### src/rtl/monctl_pkg.sv
// Constants for the monitoring control byte and status word.
// Assumes an external serial slave that presents byte-wide register accesses.
// Summary of operation
// - Reboot bit: outputs off, reload, restart later
// - Clear bit holds accumulator and ticks zero
// - Freeze bit stops accumulator and ticks
// - Persist logs to nonvolatile on fault rise
// - Gate level bit read-only, zero above 8V
// - Single-shot rewrite runs one conversion
// - Status word read-only, writes ignored
// - Status bit 7 shows switches commanded on
// - Cool-down bits for degraded switch, overcurrent
// - Shorted switch bit from converter measurements
// - Status bit 4 shows enable pin
// - Status bit 3 shows output good
// - Undervoltage and overvoltage input flags
// - Aux pins and alert pin levels
// - Nonvolatile busy high during writes
// - Converter idle only in single-shot idle
// - Tick counter wrap flag
// - Accumulator wrap flag
// - Tick counts each accumulating conversion
package monctl_pkg;
  localparam logic [7:0] CTRL_ADDR      = 8'h1D;
  localparam logic [7:0] STAT_LO_ADDR   = 8'h1E;
  localparam logic [7:0] STAT_HI_ADDR   = 8'h1F;
  localparam logic [7:0] FAULT_LOG_ADDR = 8'h04;
  localparam logic [7:0] ALERT_LOG_ADDR = 8'h05;
  localparam logic [7:0] CTRL_RESET     = 8'h00;
  localparam logic [7:0] CTRL_WMASK     = 8'hE5;
  localparam int B_REBOOT   = 7;
  localparam int B_CLEAR    = 6;
  localparam int B_FREEZE   = 5;
  localparam int B_PERSIST  = 2;
  localparam int B_GATE     = 1;
  localparam int B_SINGLE   = 0;
  localparam int CLK_HZ     = 100_000_000;
  localparam int RESTART_MS = 3200;
  localparam int RESTART_CYCLES = (CLK_HZ / 1000) * RESTART_MS;
  localparam int ENERGY_W   = 48;
  localparam int TICK_W     = 32;
  typedef enum logic [1:0] {
    NV_IDLE  = 2'b00,
    NV_FAULT = 2'b01,
    NV_ALERT = 2'b10
  } nv_state_e;
endpackage

### src/rtl/wrap_counter.sv
// Saturating-flag wrap counter with clear and hold.
// Assumes a single clock and an active-low asynchronous reset.
`timescale 1ns/1ps
`default_nettype none
module wrap_counter #(
  parameter int W = 32
) (
  input  wire logic         core_clk_in,  // System clock.
  input  wire logic         resetn_in,    // Async reset, active low.
  input  wire logic         clear_in,     // Hold at zero.
  input  wire logic         hold_in,      // Keep value.
  input  wire logic         step_in,      // Add once.
  input  wire logic [W-1:0] amount_in,    // Increment.
  output logic      [W-1:0] count_out,    // Count.
  output logic              wrap_out      // Overflowed.
);
  logic [W:0] sum_next;

  assign sum_next = {1'b0, count_out} + {1'b0, amount_in};

  always_ff @(posedge core_clk_in or negedge resetn_in) begin
    if (!resetn_in) begin
      count_out <= '0;
    end else if (clear_in) begin
      count_out <= '0;
    end else if (step_in && !hold_in) begin
      count_out <= sum_next[W-1:0];
    end
  end

  // The wrap flag is sticky; clearing the counter clears it too.
  always_ff @(posedge core_clk_in or negedge resetn_in) begin
    if (!resetn_in) begin
      wrap_out <= 1'b0;
    end else if (clear_in) begin
      wrap_out <= 1'b0;
    end else if (step_in && !hold_in && sum_next[W]) begin
      wrap_out <= 1'b1;
    end
  end
endmodule
`default_nettype wire

### src/rtl/monitor_adc_control_status.sv
// Control byte and status word of the monitoring section.
// Assumes the serial slave gives one-cycle write and read strobes with a
// byte address; status inputs are synchronous levels from the analog side.
`timescale 1ns/1ps
`default_nettype none
module monitor_adc_control_status #(
  parameter int RESTART_CYCLES = monctl_pkg::RESTART_CYCLES,
  parameter int ENERGY_W       = monctl_pkg::ENERGY_W,
  parameter int TICK_W         = monctl_pkg::TICK_W
) (
  input  wire logic                core_clk_in,          // 100 MHz clock.
  input  wire logic                resetn_in,            // Async reset, low.
  input  wire logic [7:0]          reg_addr_in,          // Register address.
  input  wire logic                reg_wr_in,            // Write strobe.
  input  wire logic [7:0]          reg_wdata_in,         // Write data.
  input  wire logic                reg_rd_in,            // Read strobe.
  output logic      [7:0]          reg_rdata_out,        // Read data.
  input  wire logic                switch_on_in,         // Switches commanded on.
  input  wire logic                degraded_switch_cooldown_in, // Cool-down.
  input  wire logic                shorted_switch_seen_in, // Short detected.
  input  wire logic                enable_pin_in,        // Enable pin.
  input  wire logic                output_good_in,       // Output good.
  input  wire logic                overcurrent_cooldown_in, // Cool-down.
  input  wire logic                input_low_flag_in,    // Undervoltage.
  input  wire logic                input_high_flag_in,   // Overvoltage.
  input  wire logic [2:0]          aux_pin_level_in,     // Aux pins 3..1.
  input  wire logic                alert_pin_level_in,   // Alert pin.
  input  wire logic                gate_a_high_in,       // Gate A above 8V.
  input  wire logic                gate_b_high_in,       // Gate B above 8V.
  input  wire logic [7:0]          fault_bits_in,        // Fault log bits.
  input  wire logic [7:0]          fault_log_in,         // Fault log value.
  input  wire logic [7:0]          alert_log_in,         // Alert log value.
  input  wire logic                conv_done_in,         // Conversion finished.
  input  wire logic [ENERGY_W-1:0] power_in,             // Power sample.
  input  wire logic                nv_ready_in,          // Memory takes a byte.
  input  wire logic                nv_done_in,           // Memory write done.
  output logic                     nv_wr_out,            // Memory write pulse.
  output logic      [7:0]          nv_addr_out,          // Memory address.
  output logic      [7:0]          nv_data_out,          // Memory data.
  output logic                     outputs_off_out,      // Force switches off.
  output logic                     reload_defaults_out,  // Reload pulse.
  output logic                     restart_out,          // Restart pulse.
  output logic                     conv_run_out,         // Converter may run.
  output logic      [ENERGY_W-1:0] energy_out,           // Accumulator.
  output logic      [TICK_W-1:0]   ticks_out             // Tick counter.
);
  logic [7:0]  ctrl_reg;
  logic        gate_level_reg;
  logic [7:0]  faults_prev_reg;
  logic        oneshot_reg;
  logic        nv_busy_reg;
  logic        pending_reg;
  logic        rebooting_reg;
  logic [31:0] restart_cnt_reg;
  logic        energy_wrap;
  logic        tick_wrap;
  logic        ctrl_wr;
  logic        accumulate;
  logic        fault_rise;
  logic [15:0] status_word;
  monctl_pkg::nv_state_e nv_state_reg;

  // Writes are decoded for the control address only.
  // The status addresses are never decoded for writes, so they stay read-only.
  // A fault rise is a bit going from 0 to 1 against last cycle's copy.
  // A fault that is already high when logging is enabled starts no save.
  // Only conversions that end while the converter may run are counted.
  assign ctrl_wr    = reg_wr_in && (reg_addr_in == monctl_pkg::CTRL_ADDR);
  assign fault_rise = |(fault_bits_in & ~faults_prev_reg);
  assign accumulate = conv_done_in && conv_run_out;

  ////////////////////////////////////////////////////////////////////////////
  // Control byte.
  // Reserved and gate level bits are masked, so the bus cannot set them.
  // The reboot bit is a one-cycle request that clears itself.
  // The host therefore needs no write of zero before the next reboot.
  always_ff @(posedge core_clk_in or negedge resetn_in) begin
    if (!resetn_in) begin
      ctrl_reg <= monctl_pkg::CTRL_RESET;
    end else if (ctrl_wr) begin
      ctrl_reg <= reg_wdata_in & monctl_pkg::CTRL_WMASK;
    end else if (ctrl_reg[monctl_pkg::B_REBOOT]) begin
      ctrl_reg[monctl_pkg::B_REBOOT] <= 1'b0;
    end
  end

  // The gate comparators are synchronous levels.
  // One register stage keeps them off the read path.
  // The bit lags the gates by one cycle, far below any polling interval.
  // It reads 0 in the first cycle after reset, before the first sample.
  always_ff @(posedge core_clk_in or negedge resetn_in) begin
    if (!resetn_in) begin
      gate_level_reg <= 1'b0;
    end else begin
      gate_level_reg <= !(gate_a_high_in || gate_b_high_in);
    end
  end

  ////////////////////////////////////////////////////////////////////////////
  // Reboot sequence: outputs off, reload pulse, restart after the delay.
  // A request is taken only while no reboot runs.
  // A second request during the wait neither restarts the count
  // nor repeats the reload pulse.
  // The switches stay forced off for the whole wait.
  // The 32-bit counter covers the full delay at this clock.
  // A longer wait needs a wider counter.
  always_ff @(posedge core_clk_in or negedge resetn_in) begin
    if (!resetn_in) begin
      rebooting_reg       <= 1'b0;
      restart_cnt_reg     <= '0;
      outputs_off_out     <= 1'b0;
      reload_defaults_out <= 1'b0;
      restart_out         <= 1'b0;
    end else begin
      reload_defaults_out <= 1'b0;
      restart_out         <= 1'b0;
      if (ctrl_reg[monctl_pkg::B_REBOOT] && !rebooting_reg) begin
        rebooting_reg       <= 1'b1;
        outputs_off_out     <= 1'b1;
        reload_defaults_out <= 1'b1;
        restart_cnt_reg     <= '0;
      end else if (rebooting_reg) begin
        if (restart_cnt_reg == 32'(RESTART_CYCLES - 1)) begin
          rebooting_reg   <= 1'b0;
          outputs_off_out <= 1'b0;
          restart_out     <= 1'b1;
        end else begin
          restart_cnt_reg <= restart_cnt_reg + 32'h0000_0001;
        end
      end
    end
  end

  ////////////////////////////////////////////////////////////////////////////
  // Single-shot conversion control.
  // A rewrite with the bit still set grants one conversion; clearing it runs free.
  // The first write that sets the bit only stops the converter.
  // A write beats a conversion end in the same cycle.
  // A grant that lands on a conversion end is therefore not lost.
  always_ff @(posedge core_clk_in or negedge resetn_in) begin
    if (!resetn_in) begin
      oneshot_reg <= 1'b0;
    end else if (ctrl_wr && reg_wdata_in[monctl_pkg::B_SINGLE] &&
                 ctrl_reg[monctl_pkg::B_SINGLE]) begin
      oneshot_reg <= 1'b1;
    end else if (conv_done_in) begin
      oneshot_reg <= 1'b0;
    end
  end

  // The run level follows the control byte or the grant one cycle later.
  always_ff @(posedge core_clk_in or negedge resetn_in) begin
    if (!resetn_in) begin
      conv_run_out <= 1'b1;
    end else begin
      conv_run_out <= !ctrl_reg[monctl_pkg::B_SINGLE] || oneshot_reg;
    end
  end

  ////////////////////////////////////////////////////////////////////////////
  // Energy accumulator and tick counter.
  // Both counters share clear and freeze, so they cover the same conversions.
  // Clear beats freeze, and clearing also drops the sticky wrap flags.
  // The tick counter steps on the same strobe that adds a sample.
  wrap_counter #(.W(ENERGY_W)) energy_u (
    .core_clk_in (core_clk_in),
    .resetn_in   (resetn_in),
    .clear_in    (ctrl_reg[monctl_pkg::B_CLEAR]),
    .hold_in     (ctrl_reg[monctl_pkg::B_FREEZE]),
    .step_in     (accumulate),
    .amount_in   (power_in),
    .count_out   (energy_out),
    .wrap_out    (energy_wrap)
  );

  wrap_counter #(.W(TICK_W)) tick_u (
    .core_clk_in (core_clk_in),
    .resetn_in   (resetn_in),
    .clear_in    (ctrl_reg[monctl_pkg::B_CLEAR]),
    .hold_in     (ctrl_reg[monctl_pkg::B_FREEZE]),
    .step_in     (accumulate),
    .amount_in   (TICK_W'(1)),
    .count_out   (ticks_out),
    .wrap_out    (tick_wrap)
  );

  ////////////////////////////////////////////////////////////////////////////
  // Persisting fault logs to nonvolatile memory.
  // The copy resets to zero.
  // A fault that is present at release therefore counts as a rise.
  always_ff @(posedge core_clk_in or negedge resetn_in) begin
    if (!resetn_in) begin
      faults_prev_reg <= 8'h00;
    end else begin
      faults_prev_reg <= fault_bits_in;
    end
  end

  // A rise seen while a save is under way is kept and saved afterwards.
  // The request drops only when a save really starts.
  // A memory that is not ready at the rise still gets the save later.
  // Several rises before the start collapse into one save.
  always_ff @(posedge core_clk_in or negedge resetn_in) begin
    if (!resetn_in) begin
      pending_reg <= 1'b0;
    end else if (fault_rise && ctrl_reg[monctl_pkg::B_PERSIST]) begin
      pending_reg <= 1'b1;
    end else if (nv_state_reg == monctl_pkg::NV_IDLE && nv_ready_in) begin
      pending_reg <= 1'b0;
    end
  end

  // The fault log goes first.
  // The alert log follows once the memory reports the first byte done.
  // Each byte is taken at the moment its write is issued.
  // Busy covers both bytes and falls after the second one.
  // A polling host never sees the memory free between the two writes.
  always_ff @(posedge core_clk_in or negedge resetn_in) begin
    if (!resetn_in) begin
      nv_state_reg <= monctl_pkg::NV_IDLE;
      nv_wr_out    <= 1'b0;
      nv_addr_out  <= 8'h00;
      nv_data_out  <= 8'h00;
      nv_busy_reg  <= 1'b0;
    end else begin
      nv_wr_out <= 1'b0;
      case (nv_state_reg)
        monctl_pkg::NV_IDLE: begin
          nv_busy_reg <= 1'b0;
          if (pending_reg && nv_ready_in) begin
            nv_state_reg <= monctl_pkg::NV_FAULT;
            nv_wr_out    <= 1'b1;
            nv_addr_out  <= monctl_pkg::FAULT_LOG_ADDR;
            nv_data_out  <= fault_log_in;
            nv_busy_reg  <= 1'b1;
          end
        end
        monctl_pkg::NV_FAULT: begin
          if (nv_done_in) begin
            nv_state_reg <= monctl_pkg::NV_ALERT;
            nv_wr_out    <= 1'b1;
            nv_addr_out  <= monctl_pkg::ALERT_LOG_ADDR;
            nv_data_out  <= alert_log_in;
          end
        end
        monctl_pkg::NV_ALERT: begin
          if (nv_done_in) begin
            nv_state_reg <= monctl_pkg::NV_IDLE;
            nv_busy_reg  <= 1'b0;
          end
        end
        default: begin
          nv_state_reg <= monctl_pkg::NV_IDLE;
        end
      endcase
    end
  end

  ////////////////////////////////////////////////////////////////////////////
  // Status word and read path; the status addresses ignore writes.
  // The status word is built from live levels.
  // A read shows the state at the edge that takes the read strobe.
  // The idle bit is set only in single-shot operation with no grant pending.
  // In free-running operation it always reads 0.
  assign status_word = {
    aux_pin_level_in[2], aux_pin_level_in[1], aux_pin_level_in[0],
    alert_pin_level_in,
    nv_busy_reg,
    ctrl_reg[monctl_pkg::B_SINGLE] && !oneshot_reg,
    tick_wrap, energy_wrap,
    switch_on_in,
    degraded_switch_cooldown_in,
    shorted_switch_seen_in,
    enable_pin_in,
    output_good_in,
    overcurrent_cooldown_in,
    input_low_flag_in, input_high_flag_in
  };

  // Read data hold until the next read; unmapped addresses read as zero.
  always_ff @(posedge core_clk_in or negedge resetn_in) begin
    if (!resetn_in) begin
      reg_rdata_out <= 8'h00;
    end else if (reg_rd_in) begin
      if (reg_addr_in == monctl_pkg::CTRL_ADDR) begin
        reg_rdata_out <= {ctrl_reg[7:2], gate_level_reg, ctrl_reg[0]};
      end else if (reg_addr_in == monctl_pkg::STAT_LO_ADDR) begin
        reg_rdata_out <= status_word[7:0];
      end else if (reg_addr_in == monctl_pkg::STAT_HI_ADDR) begin
        reg_rdata_out <= status_word[15:8];
      end else begin
        reg_rdata_out <= 8'h00;
      end
    end
  end
endmodule
`default_nettype wire

### config.mk
export PLATFORM = sky130hd
export DESIGN_NAME = monitor_adc_control_status
export DESIGN_NICKNAME = d
export VERILOG_FILES = /design/src/rtl/monctl_pkg.sv /design/src/rtl/wrap_counter.sv /design/src/rtl/monitor_adc_control_status.sv
export SDC_FILE = /design/constraint.sdc
export NUM_CORES = 1
export LEC_CHECK = 0
export BUFFER_PORTS_ARGS = -buffer_cell sky130_fd_sc_hd__buf_2
export CAP_MARGIN = 20
export CORE_MARGIN = 3
export CORE_UTILIZATION = 57
export DETAILED_ROUTE_END_ITERATION = 7
export GPL_TIMING_DRIVEN = 0
export PLACE_DENSITY = 0.82
export SLEW_MARGIN = 20
export SYNTH_ARGS = -nofsm -noshare
export SYNTH_HDL_FRONTEND = slang
export SYNTH_HIERARCHICAL = 1
export SYNTH_SLANG_ARGS = --single-unit
### constraint.sdc
create_clock -name core_clk_in -period 3.3 [get_ports core_clk_in]
set_clock_uncertainty 0.05 [all_clocks]
set_input_delay 0 -clock core_clk_in [delete_from_list [all_inputs] [get_ports core_clk_in]]
set_output_delay 0 -clock core_clk_in [all_outputs]
set_load 0.01 [all_outputs]
==> summary.json <==
{
  "netlist_instances": {"value": 1395},
  "ys_dominant_reg_cell": {"value": "dfrtp_1"},
  "clk_root_buffer_cell": {"value": "clkbuf_16"},
  "die_h": {"value": 149, "unit": "um"},
  "cts_sinks": {"value": 157},
  "clock_path_buffers": {"value": 2},
  "grt_antenna_before_repair": {"value": 0},
  "tritoncts": {"value": "yes"},
  "slowest_stage": {"value": "dfrtp_1"},
  "min-delay-start": {"value": "reg_wr_in"},
  "power_density": {"value": 834, "unit": "nW/um2"},
  "post_drt_wl_per_cell": {"value": 18.0, "unit": "um"},
  "seq_area_frac_synth": {"value": 33.7, "unit": "%"},
  "max_slew_margin": {"value": 48.2, "unit": "%"},
  "dp.final_hpwl": {"value": 25500, "unit": "um"},
  "gp_routability_congestion": {"value": 0.965},
  "synth-edff-count": {"value": 0},
  "fin_crit_sh": {"value": 96.5, "unit": "%"},
  "ys_async_sr_fraction": {"value": 100, "unit": "%"},
  "min-delay-path-class": {"value": "input port to flop"},
  "area_of_all_placed_cells_without_fillers": {"value": 14400, "unit": "um2"},
  "final_period_minus_worst_setup_slack": {"value": 3.18, "unit": "ns"},
  "first_global_vias": {"value": 11400},
  "path_delay_family": {"value": "compound AO/OA/AOI/OAI gates"},
  "drv.max_cap_violation_count": {"value": 0},
  "reg2reg_from": {"value": "energy_u/count_out[0]"},
  "critical_path.n_buffers_inverters": {"value": 1},
  "timing.reg2reg.worst_path_depth": {"value": 12},
  "layout_net_count": {"value": 1906},
  "area_growth_syn_to_layout": {"value": 23.0, "unit": "%"},
  "drt_pass_1_iters": {"value": 8},
  "max_slew.worst_pin.slew": {"value": 0.774, "unit": "ns"},
  "timing_worst_setup_path_type": {"value": "flop to flop"},
  "floorplan.io_pins": {"value": 218},
  "timing_hold_violations_final": {"value": 0},
  "fin_hold_ws": {"value": 0.0340, "unit": "ns"},
  "floorplan.initialDensity": {"value": 59.0, "unit": "%"},
  "post_route_cells_drive_above_1_share": {"value": 17.8, "unit": "%"},
  "critical_path.max_stage_delay": {"value": 0.42, "unit": "ns"},
  "path_max_fanout": {"value": 4},
  "holdPathStages": {"value": 3},
  "end_of_the_worst_register_to_register_path": {"value": "energy_u/count_out[32]"},
  "die_footprint": {"value": 22200, "unit": "um2"},
  "cp_data_arrival_time": {"value": 3.48, "unit": "ns"},
  "power.total": {"value": 12.0, "unit": "mW"},
  "placed_cell_area": {"value": 13200, "unit": "um2"},
  "achievable-frequency": {"value": 314, "unit": "MHz"},
  "final_max_slew_viol_count": {"value": 0},
  "routed_wl": {"value": 35800, "unit": "um"},
  "largest_register_ff_count": {"value": 48},
  "dr_total_vias": {"value": 12100},
  "numCtsBuffers": {"value": 17},
  "port_buffers": {"value": 206},
  "min_delay_endpoint": {"value": "ctrl_reg[0]"},
  "std_cell_rows": {"value": 51},
  "critical_path_required_time": {"value": 3.59, "unit": "ns"},
  "globalRouteOverflowTotal": {"value": 0},
  "setup.reg_to_reg.worst_slack": {"value": 0.12, "unit": "ns"},
  "synth_area_per_cell": {"value": 8.36, "unit": "um2"},
  "grt_util_all_layers": {"value": 31.5, "unit": "%"},
  "cp-end-kind": {"value": "flop"},
  "post_drt_via_cell_ratio": {"value": 6.09},
  "floorplan.die.width": {"value": 149, "unit": "um"},
  "synth_area": {"value": 11700, "unit": "um2"},
  "drtIter0Drc": {"value": 918},
  "worstPathCellList": {"value": "ha_1 -> fa_2 -> a211oi_2 -> nor2_1 -> o41ai_4 -> buf_4 -> o21ai_2 -> a21oi_2 -> o221a_4 -> nor3_2 -> or4_1 -> a31oi_1"},
  "timing.final.setup_violations": {"value": 0},
  "run_status": {"value": "finished clean"},
  "yosysWarningCount": {"value": 6},
  "drc": {"value": 0},
  "irDropWorstVdd": {"value": 0.000552, "unit": "V"},
  "clkSlewWorstSetupHoldPaths": {"value": 0.07, "unit": "ns"},
  "clock_tree.htree_level_count": {"value": 4},
  "startpoint_type_of_the_worst_setup_path": {"value": "flop"},
  "grt_setup_unrepaired": {"value": "no"},
  "synth.ff_latch_count": {"value": 157},
  "synth.lib_cells_used.distinct": {"value": 87},
  "antenna_left": {"value": 0},
  "first_pass_grt_wire_length": {"value": 56900, "unit": "um"},
  "grt_max_degree": {"value": 81},
  "insertion_delay": {"value": 0.44, "unit": "ns"},
  "static_leakage": {"value": 6.62, "unit": "nW"},
  "design.core.area": {"value": 19800, "unit": "um2"},
  "num_antenna_cells": {"value": 0}
}
==> cell type report <==
type | count | area [um2]
multi-input cells | 1148 | 7350
fillers | 1479 | 5430
flip-flops and latches | 157 | 3930
repair buffers | 263 | 1620
clock buffers | 17 | 425
plain buffers | 84 | 367
well taps | 265 | 332
clock inverters | 15 | 165
inverters | 43 | 161
==> report_power, final <==
group	internal (mW)	switching, mW
sequential	2.53	0.589
combinational	2.79	4.08
clock	1.02	0.970
==> routing by layer <==
metal	track usage, %	share of wire (%)
met1	40.5	41
met2	53.0	48
met3	5.14	7.0
met4	13.0	3.9
met5	0	0
==> per-stage QoR <==
stage / util [%] / cells / setup WS, ns / setup TNS (ns)
after global placement: 66.6 / 1903 / -0.272 / -40.93
after CTS: 72.5 / 1991 / 0.0989 / 0
after global routing: 72.5 / 1992 / 0.0189 / 0
after detailed placement: 66.7 / 1904 / -0.0639 / -0.0697
after floorplan: - / 1432 / 0.318 / 0
final: 72.5 / 1992 / 0.117 / 0
==> placed cells by master, fill, tap and decap left out, drive strengths merged, types with 12 or more instances in the layout <==
cell type / instances
o31ai: 12
a21o: 34
a211oi: 14
inv: 52
nor2: 85
a31oi: 15
nor3: 24
xnor2: 41
nand2: 202
clkbuf: 81
mux2i: 18
and3: 12
a21oi: 134
nand4: 48
dfrtp: 156
buf: 231
ha: 81
nand3: 52
nand2b: 12
dlygate4sd3: 52
conb: 39
o21ai: 96
xor2: 21
o21bai: 20
nor4: 20
or4: 12
==> Yosys cell counts, drive strengths merged (34+ instances only) <==
| cell | number | share of area (%) |
|---|---|---|
| a21o | 34 | 2.2 |
| a21oi | 134 | 6.0 |
| clkbuf | 64 | 2.1 |
| dfrtp | 156 | 33 |
| ha | 81 | 8.7 |
| inv | 42 | 1.4 |
| nand2 | 202 | 6.5 |
| nand3 | 52 | 2.4 |
| nand4 | 48 | 2.6 |
| nor2 | 85 | 2.7 |
| o21ai | 96 | 4.2 |
| xnor2 | 41 | 3.1 |
==> worst reg2reg max path, stage by stage, from the launching register on <==
cell and delay [ns]:
dfrtp_1 0.42, ha_1 0.23, fa_2 0.39, a211oi_2 0.20, nor2_1 0.13, o41ai_4 0.22
buf_4 0.20, o21ai_2 0.11, a21oi_2 0.23, o221a_4 0.25, nor3_2 0.07, or4_1 0.41
a31oi_1 0.20
==> kinds of logic after synthesis <==
| kind of cell | synth area share, % |
|---|---|
| other cells | 0.0644 |
| flops | 33.7 |
| simple gates | 22.2 |
| fa+ha+maj | 9.03 |
| buf+inv | 4.53 |
| mux | 2.22 |
| xor+xnor | 4.66 |
| compound gates | 23.6 |
==> worst max path at each step <==
stage | start | to | slack (ns) | depth (start not counted)
floorplan | energy_u/count_out[0] | energy_u/count_out[32] | 0.32 | 11
global placement | resetn_in | restart_cnt_reg[31] | -0.27 | 1
detailed placement | energy_u/count_out[0] | energy_u/count_out[32] | -0.06 | 11
CTS | energy_u/count_out[0] | energy_u/count_out[32] | 0.1 | 12
global route | energy_u/count_out[0] | energy_u/count_out[32] | 0.02 | 12
finish | energy_u/count_out[0] | energy_u/count_out[32] | 0.12 | 12
==> what timing repair did <==
item | in CTS | in global routing
hold buffers | 52 | 0
endpoints found under the hold margin | 116 | 0
gates resized for setup | 0 | 2
setup endpoints to repair | 5 | 3
buffers inserted | 3 | 1
pin swaps | 1 | 1
gates cloned | 0 | 0
(Power assumes the default switching activity.)
